$ cat config.mk
export PLATFORM = sky130hd
export DESIGN_NAME = fpk_top
export DESIGN_NICKNAME = d
export VERILOG_FILES = /design/src/design/fpk_debounce.v /design/src/design/fpk_disp.v /design/src/design/fpk_top.v
export VERILOG_INCLUDE_DIRS = /design/src /design/src/shared
export SDC_FILE = /design/constraint.sdc
export NUM_CORES = 2
export LEC_CHECK = 0
export ABC_AREA = 1
export BUFFER_PORTS_ARGS = -buffer_cell sky130_fd_sc_hd__buf_2
export CORE_ASPECT_RATIO = 2
export CORE_UTILIZATION = 50
export DETAILED_ROUTE_END_ITERATION = 10
export GPL_TIMING_DRIVEN = 0
export PLACE_DENSITY = 0.65
export SYNTH_ARGS = -nofsm -noshare
export SYNTH_HDL_FRONTEND = slang
export SYNTH_SLANG_ARGS = --single-unit
$ cat constraint.sdc
create_clock -name SYS_CLK_I -period 88.6 [get_ports SYS_CLK_I]
set_input_delay 22.15 -clock SYS_CLK_I [delete_from_list [all_inputs] [get_ports SYS_CLK_I]]
set_output_delay 22.15 -clock SYS_CLK_I [all_outputs]
set_load 0.01 [all_outputs]
$ cat src/shared/fpk_defs.vh
`ifndef FPK_DEFS_VH
`define FPK_DEFS_VH

// Clock rate and derived cycle counts.
`define FPK_CLK_KHZ 200000
`define FPK_CLK_NS 5
`define FPK_DEB_MS 5
`define FPK_DEB_CYC (`FPK_DEB_MS * `FPK_CLK_KHZ)
`define FPK_BLINK_MS 250
`define FPK_BLINK_CYC (`FPK_BLINK_MS * `FPK_CLK_KHZ)
`define FPK_BOUT_MS 20
`define FPK_BOUT_CYC (`FPK_BOUT_MS * `FPK_CLK_KHZ)
`define FPK_DCLK_NS 1000
`define FPK_DCLK_CYC (`FPK_DCLK_NS / `FPK_CLK_NS)

// Two-wire bus addresses of the three functions of the block.
`define FPK_KEY_ADDR 7'h20
`define FPK_CTRL_ADDR 7'h21
`define FPK_DISP_ADDR 7'h22

// Lamp and beeper control byte.
`define FPK_LAMP_GRN 1:0
`define FPK_LAMP_YEL 3:2
`define FPK_LAMP_RED 5:4
`define FPK_BEEP_BIT 6
`define FPK_LAMP_RST 7'h00
`define FPK_LMODE_ON 2'h1

// Display control byte.
`define FPK_DCTL_BLANK 0
`define FPK_DCTL_RESET 1
`define FPK_DCTL_RST 2'h0

// Text buffer geometry and control characters.
`define FPK_COLS 40
`define FPK_CHARS 80
`define FPK_CH_CR 8'h0d
`define FPK_CH_LF 8'h0a
`define FPK_CH_SPACE 8'h20

`endif

$ cat src/design/fpk_debounce.v
`timescale 1ns/100ps
`include "fpk_defs.vh"

module fpk_debounce #(
   parameter [19:0] DEB_CYC = `FPK_DEB_CYC
) (
   // Clock and reset
   input wire clk_i,
   input wire rst_i,
   // Raw pin and accepted level
   input wire raw_i,
   output wire stable_o
);

   reg s1_ff;
   reg s2_ff;
   reg stable_ff;
   reg [19:0] cnt_ff;

   always @(posedge clk_i or posedge rst_i) begin
      if (rst_i) begin
         s1_ff <= 1'b0;
         s2_ff <= 1'b0;
         stable_ff <= 1'b0;
         cnt_ff <= 20'h00000;
      end else begin
         s1_ff <= raw_i;
         s2_ff <= s1_ff;
         // Contact bounce restarts the count, so only a settled level counts.
         if (s2_ff == stable_ff) begin
            cnt_ff <= 20'h00000;
         end else if (cnt_ff == DEB_CYC - 20'h00001) begin
            stable_ff <= s2_ff;
            cnt_ff <= 20'h00000;
         end else begin
            cnt_ff <= cnt_ff + 20'h00001;
         end
      end
   end

   assign stable_o = stable_ff;

endmodule

$ cat src/design/fpk_disp.v
`timescale 1ns/100ps
`include "fpk_defs.vh"

module fpk_disp #(
   parameter [21:0] BOUT_CYC = `FPK_BOUT_CYC
) (
   // Clock and reset
   input wire clk_i,
   input wire rst_i,
   // Text and commands from the bus side, brown-out from the supply monitor
   input wire chr_stb_i,
   input wire [7:0] chr_i,
   input wire blank_i,
   input wire rst_cmd_i,
   input wire brown_i,
   // Display side
   output wire [7:0] data_o,
   output wire [6:0] addr_o,
   output wire dclk_o,
   output wire blank_o,
   output wire reset_o,
   output wire pwr_o
);

   reg [7:0] mem [0:`FPK_CHARS-1];
   reg [6:0] cur_ff;
   reg [6:0] scan_ff;
   reg [7:0] div_ff;
   reg dclk_ff;
   reg [7:0] data_ff;
   reg [6:0] addr_ff;
   reg brown_d_ff;
   reg pwr_ff;
   reg [21:0] off_ff;
   integer i;

   // Text buffer with a cursor: CR returns to column 0, LF changes row.
   always @(posedge clk_i or posedge rst_i) begin
      if (rst_i) begin
         cur_ff <= 7'h00;
         for (i = 0; i < `FPK_CHARS; i = i + 1) begin
            mem[i] <= `FPK_CH_SPACE;
         end
      end else if (rst_cmd_i) begin
         cur_ff <= 7'h00;
      end else if (chr_stb_i) begin
         if (chr_i == `FPK_CH_CR) begin
            cur_ff <= (cur_ff < `FPK_COLS) ? 7'h00 : 7'd`FPK_COLS;
         end else if (chr_i == `FPK_CH_LF) begin
            cur_ff <= (cur_ff < `FPK_COLS) ? cur_ff + 7'd`FPK_COLS :
                      cur_ff - 7'd`FPK_COLS;
         end else if (chr_i >= `FPK_CH_SPACE) begin
            mem[cur_ff] <= chr_i;
            cur_ff <= (cur_ff == `FPK_CHARS - 1) ? 7'h00 : cur_ff + 7'h01;
         end
      end
   end

   // Scan clock shared by the decoder and the display.
   always @(posedge clk_i or posedge rst_i) begin
      if (rst_i) begin
         div_ff <= 8'h00;
         dclk_ff <= 1'b0;
         scan_ff <= 7'h00;
         data_ff <= 8'h00;
         addr_ff <= 7'h00;
      end else begin
         if (div_ff == `FPK_DCLK_CYC - 1) begin
            div_ff <= 8'h00;
         end else begin
            div_ff <= div_ff + 8'h01;
         end
         dclk_ff <= (div_ff >= `FPK_DCLK_CYC / 2);
         if (div_ff == 8'h00) begin
            data_ff <= blank_i ? 8'h00 : mem[scan_ff];
            addr_ff <= scan_ff;
            scan_ff <= (scan_ff == `FPK_CHARS - 1) ? 7'h00 : scan_ff + 7'h01;
         end
      end
   end

   // Brown-out recovery: power drops, then returns once the fixed off time has run out and brown-out has cleared.
   always @(posedge clk_i or posedge rst_i) begin
      if (rst_i) begin
         brown_d_ff <= 1'b0;
         pwr_ff <= 1'b1;
         off_ff <= 22'h000000;
      end else begin
         brown_d_ff <= brown_i;
         if (brown_i && !brown_d_ff) begin
            pwr_ff <= 1'b0;
            off_ff <= BOUT_CYC;
         end else if (off_ff != 22'h000000) begin
            off_ff <= off_ff - 22'h000001;
         end else if (!brown_i) begin
            pwr_ff <= 1'b1;
         end
      end
   end

   assign data_o = data_ff;
   assign addr_o = addr_ff;
   assign dclk_o = dclk_ff;
   assign blank_o = blank_i;
   assign reset_o = rst_cmd_i;
   assign pwr_o = pwr_ff;

endmodule

$ cat src/design/fpk_top.v
// Overview of operation
// - Key change captures all eight lines unless a press awaits the host.
// - Key word shifts out serially over bus.
// - Key press sets flag that raises interrupt.
// - Key interrupt uses its own dedicated line.
// - Host read acknowledge clears the key flag.
// - Held key gives one event only.
// - Host commands switch lamps and beeper.
// - Switch openings and closings reported to host.
// - Green lamp: off, steady, or blinking.
// - Yellow lamp: off, steady, or blinking.
// - Red lamp blinks on warnings, else off.
// - Serial text goes out as character codes on parallel bus.
// - Text buffer holds two rows of forty.
// - Display clock generated; blank and reset commands.
// - Board lamp lit during maintenance mode.
// - Brown-out turns display off then on.
// - Relay board traffic passes through untouched.
`timescale 1ns/100ps
`include "fpk_defs.vh"

module fpk_top #(
   parameter [19:0] DEB_CYC = `FPK_DEB_CYC,
   parameter [25:0] BLINK_CYC = `FPK_BLINK_CYC,
   parameter [21:0] BOUT_CYC = `FPK_BOUT_CYC
) (
   // Clock and reset
   input wire SYS_CLK_I,
   input wire RST_I,
   // Keypad
   input wire [7:0] KEY_I,
   output wire KEY_INT_O,
   // Two-wire bus, open drain
   input wire SCL_I,
   input wire SDA_I,
   output wire SDA_O,
   output wire SDA_OE_O,
   // Option switches and supply monitor
   input wire MAINT_SW_I,
   input wire LANG_SW_I,
   input wire MAINT_FITTED_I,
   input wire BROWNOUT_I,
   // Lamps and beeper
   output wire LED_SAMPLE_O,
   output wire LED_CAL_O,
   output wire LED_FAULT_O,
   output wire BEEP_O,
   output wire MAINT_LED_O,
   // Display
   output wire [7:0] DISP_DATA_O,
   output wire [6:0] DISP_ADDR_O,
   output wire DISP_CLK_O,
   output wire DISP_BLANK_O,
   output wire DISP_RESET_O,
   output wire DISP_PWR_O
);

   localparam [2:0] ST_IDLE = 3'h0;
   localparam [2:0] ST_ADDR = 3'h1;
   localparam [2:0] ST_AEND = 3'h2;
   localparam [2:0] ST_AHOLD = 3'h3;
   localparam [2:0] ST_WDATA = 3'h4;
   localparam [2:0] ST_RDATA = 3'h5;
   localparam [2:0] ST_RACK = 3'h6;
   localparam [2:0] ST_RNEXT = 3'h7;

   localparam [1:0] TGT_KEY = 2'h0;
   localparam [1:0] TGT_CTRL = 2'h1;
   localparam [1:0] TGT_DISP = 2'h2;

   // Synchronizers: bit 0 SCL, 1 SDA, 2 maint, 3 lang, 4 fitted, 5 brown.
   reg [5:0] s1_ff;
   reg [5:0] s2_ff;
   reg [1:0] bus_d_ff;
   wire scl_s = s2_ff[0];
   wire sda_s = s2_ff[1];
   wire scl_rise = scl_s & ~bus_d_ff[0];
   wire scl_fall = ~scl_s & bus_d_ff[0];
   wire bus_start = scl_s & bus_d_ff[0] & bus_d_ff[1] & ~sda_s;
   wire bus_stop = scl_s & bus_d_ff[0] & ~bus_d_ff[1] & sda_s;

   always @(posedge SYS_CLK_I or posedge RST_I) begin
      if (RST_I) begin
         s1_ff <= 6'h03;
         s2_ff <= 6'h03;
         bus_d_ff <= 2'h3;
      end else begin
         s1_ff <= {BROWNOUT_I, MAINT_FITTED_I, LANG_SW_I, MAINT_SW_I,
                   SDA_I, SCL_I};
         s2_ff <= s1_ff;
         bus_d_ff <= s2_ff[1:0];
      end
   end

   // Keys.
   wire [7:0] key_s;
   reg [7:0] key_d_ff;
   reg [7:0] key_word_ff;
   reg key_flag_ff;
   reg key_clr;
   genvar g;

   generate
      for (g = 0; g < 8; g = g + 1) begin : g_key
         fpk_debounce #(
            .DEB_CYC(DEB_CYC)
         ) u_deb (
            .clk_i(SYS_CLK_I),
            .rst_i(RST_I),
            .raw_i(KEY_I[g]),
            .stable_o(key_s[g])
         );
      end
   endgenerate

   // A press is a rising debounced level, so a held key fires once.
   wire key_chg = |(key_s ^ key_d_ff);
   wire key_press = |(key_s & ~key_d_ff);
   wire key_cap = key_chg & (~key_flag_ff | key_clr);

   always @(posedge SYS_CLK_I or posedge RST_I) begin
      if (RST_I) begin
         key_d_ff <= 8'h00;
         key_word_ff <= 8'h00;
         key_flag_ff <= 1'b0;
      end else begin
         key_d_ff <= key_s;
         // The word is frozen while a press awaits the host.
         if (key_cap) begin
            key_word_ff <= key_s;
         end
         // A new press in the clearing cycle wins over the clear.
         if (key_cap & key_press) begin
            key_flag_ff <= 1'b1;
         end else if (key_clr) begin
            key_flag_ff <= 1'b0;
         end
      end
   end

   assign KEY_INT_O = key_flag_ff;

   // Option switches with sticky change bits.
   reg [1:0] sw_d_ff;
   reg [1:0] sw_chg_ff;
   reg sw_rd;
   wire [1:0] sw_s = s2_ff[3:2];
   wire [1:0] sw_ev = sw_s ^ sw_d_ff;

   always @(posedge SYS_CLK_I or posedge RST_I) begin
      if (RST_I) begin
         sw_d_ff <= 2'h0;
         sw_chg_ff <= 2'h0;
      end else begin
         sw_d_ff <= sw_s;
         if (sw_rd) begin
            sw_chg_ff <= sw_ev;
         end else begin
            sw_chg_ff <= sw_chg_ff | sw_ev;
         end
      end
   end

   // Bus slave.
   reg [2:0] st_ff;
   reg [7:0] sh_ff;
   reg [2:0] bit_ff;
   reg rw_ff;
   reg [1:0] tgt_ff;
   reg idx_ff;
   reg drv_ff;
   reg [6:0] lamp_cfg_ff;
   reg [1:0] dctl_ff;
   reg chr_stb_ff;
   reg [7:0] chr_ff;
   reg [7:0] rd_byte;
   wire [7:0] in_byte = {sh_ff[6:0], sda_s};

   always @* begin
      rd_byte = 8'h00;
      sw_rd = 1'b0;
      key_clr = 1'b0;
      if (tgt_ff == TGT_KEY) begin
         rd_byte = key_word_ff;
      end else if (tgt_ff == TGT_CTRL) begin
         rd_byte = {4'h0, sw_chg_ff, sw_s};
      end
      if (st_ff == ST_RNEXT || st_ff == ST_AHOLD) begin
         sw_rd = scl_fall & rw_ff & (tgt_ff == TGT_CTRL);
      end
      if (st_ff == ST_RACK) begin
         key_clr = scl_rise & (tgt_ff == TGT_KEY);
      end
   end

   always @(posedge SYS_CLK_I or posedge RST_I) begin
      if (RST_I) begin
         st_ff <= ST_IDLE;
         sh_ff <= 8'h00;
         bit_ff <= 3'h0;
         rw_ff <= 1'b0;
         tgt_ff <= TGT_KEY;
         idx_ff <= 1'b0;
         drv_ff <= 1'b0;
         lamp_cfg_ff <= `FPK_LAMP_RST;
         dctl_ff <= `FPK_DCTL_RST;
         chr_stb_ff <= 1'b0;
         chr_ff <= 8'h00;
      end else begin
         chr_stb_ff <= 1'b0;
         if (bus_start) begin
            st_ff <= ST_ADDR;
            bit_ff <= 3'h0;
            idx_ff <= 1'b0;
            drv_ff <= 1'b0;
         end else if (bus_stop) begin
            st_ff <= ST_IDLE;
            drv_ff <= 1'b0;
         end else begin
            case (st_ff)
               ST_ADDR: begin
                  if (scl_rise) begin
                     sh_ff <= in_byte;
                     bit_ff <= bit_ff + 3'h1;
                     if (bit_ff == 3'h7) begin
                        rw_ff <= sda_s;
                        st_ff <= ST_AEND;
                        if (in_byte[7:1] == `FPK_KEY_ADDR) begin
                           tgt_ff <= TGT_KEY;
                        end else if (in_byte[7:1] == `FPK_CTRL_ADDR) begin
                           tgt_ff <= TGT_CTRL;
                        end else if (in_byte[7:1] == `FPK_DISP_ADDR) begin
                           tgt_ff <= TGT_DISP;
                        end else begin
                           st_ff <= ST_IDLE;
                        end
                     end
                  end
               end
               ST_AEND: begin
                  if (scl_fall) begin
                     drv_ff <= 1'b1;
                     st_ff <= ST_AHOLD;
                  end
               end
               ST_AHOLD: begin
                  if (scl_fall) begin
                     bit_ff <= 3'h0;
                     if (rw_ff) begin
                        sh_ff <= rd_byte;
                        drv_ff <= ~rd_byte[7];
                        st_ff <= ST_RDATA;
                     end else begin
                        drv_ff <= 1'b0;
                        st_ff <= ST_WDATA;
                     end
                  end
               end
               ST_WDATA: begin
                  if (scl_rise) begin
                     sh_ff <= in_byte;
                     bit_ff <= bit_ff + 3'h1;
                     if (bit_ff == 3'h7) begin
                        st_ff <= ST_AEND;
                        idx_ff <= 1'b1;
                        if (tgt_ff == TGT_CTRL && !idx_ff) begin
                           lamp_cfg_ff <= in_byte[6:0];
                        end else if (tgt_ff == TGT_CTRL) begin
                           dctl_ff <= in_byte[1:0];
                        end else if (tgt_ff == TGT_DISP) begin
                           chr_ff <= in_byte;
                           chr_stb_ff <= 1'b1;
                        end
                     end
                  end
               end
               ST_RDATA: begin
                  if (scl_fall) begin
                     if (bit_ff == 3'h7) begin
                        drv_ff <= 1'b0;
                        st_ff <= ST_RACK;
                     end else begin
                        bit_ff <= bit_ff + 3'h1;
                        sh_ff <= {sh_ff[6:0], 1'b0};
                        drv_ff <= ~sh_ff[6];
                     end
                  end
               end
               ST_RACK: begin
                  if (scl_rise) begin
                     st_ff <= sda_s ? ST_IDLE : ST_RNEXT;
                  end
               end
               ST_RNEXT: begin
                  if (scl_fall) begin
                     bit_ff <= 3'h0;
                     sh_ff <= rd_byte;
                     drv_ff <= ~rd_byte[7];
                     st_ff <= ST_RDATA;
                  end
               end
               default: begin
                  drv_ff <= 1'b0;
               end
            endcase
         end
      end
   end

   // Open drain: the pin is only ever pulled low.
   assign SDA_O = 1'b0;
   assign SDA_OE_O = drv_ff;

   // One free-running divider keeps all blinking lamps in step.
   reg [25:0] blink_cnt_ff;
   reg blink_ff;

   always @(posedge SYS_CLK_I or posedge RST_I) begin
      if (RST_I) begin
         blink_cnt_ff <= 26'h0000000;
         blink_ff <= 1'b0;
      end else if (blink_cnt_ff == BLINK_CYC - 26'h0000001) begin
         blink_cnt_ff <= 26'h0000000;
         blink_ff <= ~blink_ff;
      end else begin
         blink_cnt_ff <= blink_cnt_ff + 26'h0000001;
      end
   end

   // Lamp codes: 0 off, 1 steady, 2 or 3 blinking; red has no steady.
   reg led_grn_ff;
   reg led_yel_ff;
   reg led_red_ff;
   reg beep_ff;
   reg maint_led_ff;
   wire [1:0] grn_m = lamp_cfg_ff[`FPK_LAMP_GRN];
   wire [1:0] yel_m = lamp_cfg_ff[`FPK_LAMP_YEL];
   wire [1:0] red_m = lamp_cfg_ff[`FPK_LAMP_RED];

   always @(posedge SYS_CLK_I or posedge RST_I) begin
      if (RST_I) begin
         led_grn_ff <= 1'b0;
         led_yel_ff <= 1'b0;
         led_red_ff <= 1'b0;
         beep_ff <= 1'b0;
         maint_led_ff <= 1'b0;
      end else begin
         led_grn_ff <= (grn_m == `FPK_LMODE_ON) |
                       (grn_m[1] & blink_ff);
         led_yel_ff <= (yel_m == `FPK_LMODE_ON) |
                       (yel_m[1] & blink_ff);
         led_red_ff <= red_m[1] & blink_ff;
         beep_ff <= lamp_cfg_ff[`FPK_BEEP_BIT];
         maint_led_ff <= s2_ff[4] & s2_ff[2];
      end
   end

   assign LED_SAMPLE_O = led_grn_ff;
   assign LED_CAL_O = led_yel_ff;
   assign LED_FAULT_O = led_red_ff;
   assign BEEP_O = beep_ff;
   assign MAINT_LED_O = maint_led_ff;

   fpk_disp #(
      .BOUT_CYC(BOUT_CYC)
   ) u_disp (
      .clk_i(SYS_CLK_I),
      .rst_i(RST_I),
      .chr_stb_i(chr_stb_ff),
      .chr_i(chr_ff),
      .blank_i(dctl_ff[`FPK_DCTL_BLANK]),
      .rst_cmd_i(dctl_ff[`FPK_DCTL_RESET]),
      .brown_i(s2_ff[5]),
      .data_o(DISP_DATA_O),
      .addr_o(DISP_ADDR_O),
      .dclk_o(DISP_CLK_O),
      .blank_o(DISP_BLANK_O),
      .reset_o(DISP_RESET_O),
      .pwr_o(DISP_PWR_O)
   );

endmodule

==> results.md <==
* Share of post-route cells with drive strength above 1 at 9.346%
* Via Count at 40130
* Die area at 93750 µm²
* Post-route setup TNS at 0 ns
* Cts bufs inserted at 91
* Met2 Usage GRT at 60.69%
* 1st-iter DRT viols at 3474
* Xor/xnor cell area share of the yosys netlist at 1.250%
* Seq. cell area at 24830 µm²
* HP Start: s1_ff[5]
* Max Clk Rate at 0.04217 GHz
* Clock latency on the worst-skew pair at 0.70 ns
* Power Density at 18.07 nW/µm²
* Root Driver: clkbuf_16
* Register area share after synthesis at 53.72%
* CP startpoint: RST_I
* Maximum number of pins on one net before global-route repair at 131
* Yosys warns at 0
* Syn Area/Cell at 8.168 µm²
* Grt met3 use at 6.083%
* GRT busiest layer: met2
* CTS tree: done
* Number of post-CTS setup repair buffers at 0
* Worst R2R Start: u_disp.scan_ff[0]
* Initial antenna violation count at 1
* Setup CP Type: in2async
* Global-route wire length before repair at 240.8 mm
* Num rows at 157
* Synth Flop Type: dfrtp_1
* Max IR drop VDD at 0.00001767 V
* Cells after Synth at 5660
* Hold_buf cts at 0
* Clock sinks at 988
* Initial Util at 50.50%
* Post-synthesis compound-gate area fraction at 12.93%
* Final RePlAce weighted congestion at 1.077
* Port bufs at 41
* Number of synthesized register bits at 988
* Routed length per instance at 22.50 µm
* Syn_nets at 5705
* Yosys top cell by area: dfrtp_1
* Clock input transition at the sequential cells of the worst setup and hold paths at 0.07 ns
* Antenna-violating nets left at 0
* Outcome: finished clean
* HPWL Detailed at 116.7 mm
* # DRC at 0
* I/O pin cnt at 43
* CTS Buffer Depth at 3
* Time the worst path needs with I/O delays and setup at 23.71 ns
* Area of the multi-input gates at 18480 µm²
* H-tree depth at 3
* Max_cap viols at 0
* Post-synth ARST share at 100.0%
* Global Route Usage Sum at 34.63%
* Final worst hold slack at 0.3481 ns
* Cell area after synthesis at 46230 µm²
* Worst Hold Class: reg2reg
* Largest family of logic cells by synthesized area: simple AND/OR/NAND/NOR gates
* Number of flops mapped to enable cells by yosys at 0
* Share of Yosys cell area claimed by the top area cell type at 48.77%
* CP startpoint kind: primary input
* Setup Skew at 0.03052 ns
* Detailed-route wire length at 159.2 mm
* Worst setup EP type: async pin
* Vias in the first global route at 40030
* Layout overhead on the synthesized area at 11.40%
* Adder-cell area share of the yosys netlist at 0.7849%
* DRT Pass-1 Iters at 6
* Worst-Margin Slew at 1.403 ns
* Max Slew Vio Count at 0
* Fin. Hold Viols at 0
* Mux cell area share after synthesis at 0.4845%
* Met1 Usage GRT at 35.02%
* Area contributors post-synth: dfrtp_1 (49%), nand2_1 (13%), o21ai_0 (9.1%)
* Post-cts gate resize count at 0
* Fill cells at 8699
* Crit Path Max Fanout at 130
* Vias per cell at 5.670
* Critical Path RT at 89.37 ns
* Simple-Gate Fraction of Synth Area at 24.52%
* Setup violations, final at 0
* Slew Limit Headroom at 6.389%
* Leak at 23.44 nW
* RSZ-0062 raised after global routing: no
* Die width at 217.0 µm
* Core area at 91540 µm²
* GR Overflow Total at 0
* CP Data Arrival Time at 24.49 ns
* Chip Height at 432.0 µm
* Distinct cells, synth at 55
* Final net count at 5855
* Period utilization at 26.77%
-- registers in the layout (all words and copies together) (netlist names), 6 cells and up --
signal                count
u_disp.addr_o             7
u_disp.off_ff            22
s2_ff                     6
blink_cnt_ff             26
u_disp.data_o             8
key_d_ff                  8
g_key.u_deb.cnt_ff      160
u_disp.div_ff             8
s1_ff                     6
chr_ff                    8
key_word_ff               8
g_key.u_deb.s2_ff         8
g_key.u_deb.s1_ff         8
u_disp.cur_ff             7
u_disp.mem              640
lamp_cfg_ff               6
sh_ff                     7
g_key.u_deb.stable_o      8
u_disp.scan_ff            7
-- power by group --
group / switching [mW] / internal (mW) / leakage [nW]
combinational: 0.0270 / 0.00986 / 8.54
sequential: 0.00447 / 0.457 / 13.3
clock: 0.184 / 0.248 / 1.60
-- placed cells by master (no fill, tap or decap), types with 4 or more instances in the layout --
cell and count:
nand2_1 1631, dfrtp_1 901, o21ai_0 844, inv_1 413, nor2_1 403, nand3_1 370, clkbuf_1 177, buf_2 164
a21oi_1 161, nor3_1 97, clkbuf_16 94, dfstp_2 87, or2_2 79, nand4_1 54, xor2_1 50, o211ai_1 36
ha_1 29, o22ai_1 24, nor4_1 24, clkbuf_8 22, clkinv_2 20, mux2_2 19, o221ai_1 16, xnor2_1 16
nor3b_1 14, a211oi_1 12, bufinv_16 12, clkinv_1 8, buf_1 8, o21a_1 8, buf_16 8, buf_4 6
nor4_4 6, a31oi_1 6, nor2_2 5, nand3b_1 5, o31ai_1 5, clkinvlp_4 5, buf_6 5, inv_2 4
-- metrics by stage --
step	power (mW)	cells	utilization [%]	cell area, µm²	setup slack [ns]
final	0.9303	7078	56.26	51500	64.89
after global routing	0.9584	7077	56.25	51490	64.47
after CTS	0.9369	7076	56.24	51480	64.78
after detailed placement	0.5073	6908	52.70	48240	64.00
after global placement	0.5062	6893	52.35	47920	27.73
after floorplan	0.4964	5660	-	46230	38.80
-- final timing paths --
check | end | slack (ns) | depth (start not counted)
min reg2reg | s2_ff[5] | 0.35 | 0
min in group asynchronous | g_key[2].u_deb.cnt_ff[17] | 21.55 | 2
max in group SYS_CLK_I | DISP_BLANK_O | 65.08 | 1
min | s2_ff[5] | 0.35 | 0
max | u_disp.mem[252] | 64.89 | 5
max reg2reg | u_disp.data_o[4] | 84.89 | 15
-- worst max-delay path, stage by stage --
cell and delay [ns]:
buf_2 0.13, inv_8 0.47, buf_16 0.56, buf_16 0.47, buf_16 0.49
-- metal layers --
metal | routed length (µm) | part of all wire (%) | vias to the layer above
li1 | - | - | 18760
met1 | 52910 | 33 | 19340
met2 | 80790 | 51 | 1431
met3 | 9361 | 5.9 | 593
met4 | 16180 | 10 | 2
met5 | 12 | 0.0075 | -
-- area by class of cell --
| cell class | count | area share, % |
|---|---|---|
| Sequential cell | 988 | 48.22 |
| Multi-Input combinational cell | 3942 | 35.88 |
| Clock buffer | 127 | 5.236 |
| Inverter | 427 | 3.129 |
| Tap cell | 1192 | 2.896 |
| Buffer | 303 | 2.551 |
| Clock inverter | 41 | 1.057 |
| Timing Repair Buffer | 57 | 1.023 |
| Antenna cell | 1 | 0.004859 |
-- cells in the mapped netlist (all sizes together), types with 30 or more instances --
master / n
clkbuf: 166
o21ai: 846
nand2: 1631
nor4: 30
or2: 79
nand3: 371
buf: 137
dfstp: 87
inv: 418
nand4: 54
dfrtp: 901
nor2: 408
a21oi: 161
xor2: 50
o211ai: 36
nor3: 99
-- logic make-up (layout without fill, tap and decap cells) --
kind of cell | after synthesis | in the layout
simple gates | 2695 | 2695
other cells | 1 | 2
buf+inv | 730 | 955
fa+ha+maj | 29 | 29
compound gates | 1131 | 1131
xor+xnor | 66 | 66
mux | 20 | 20
flops | 988 | 988
Note: power is estimated with default switching activity, not from simulation.
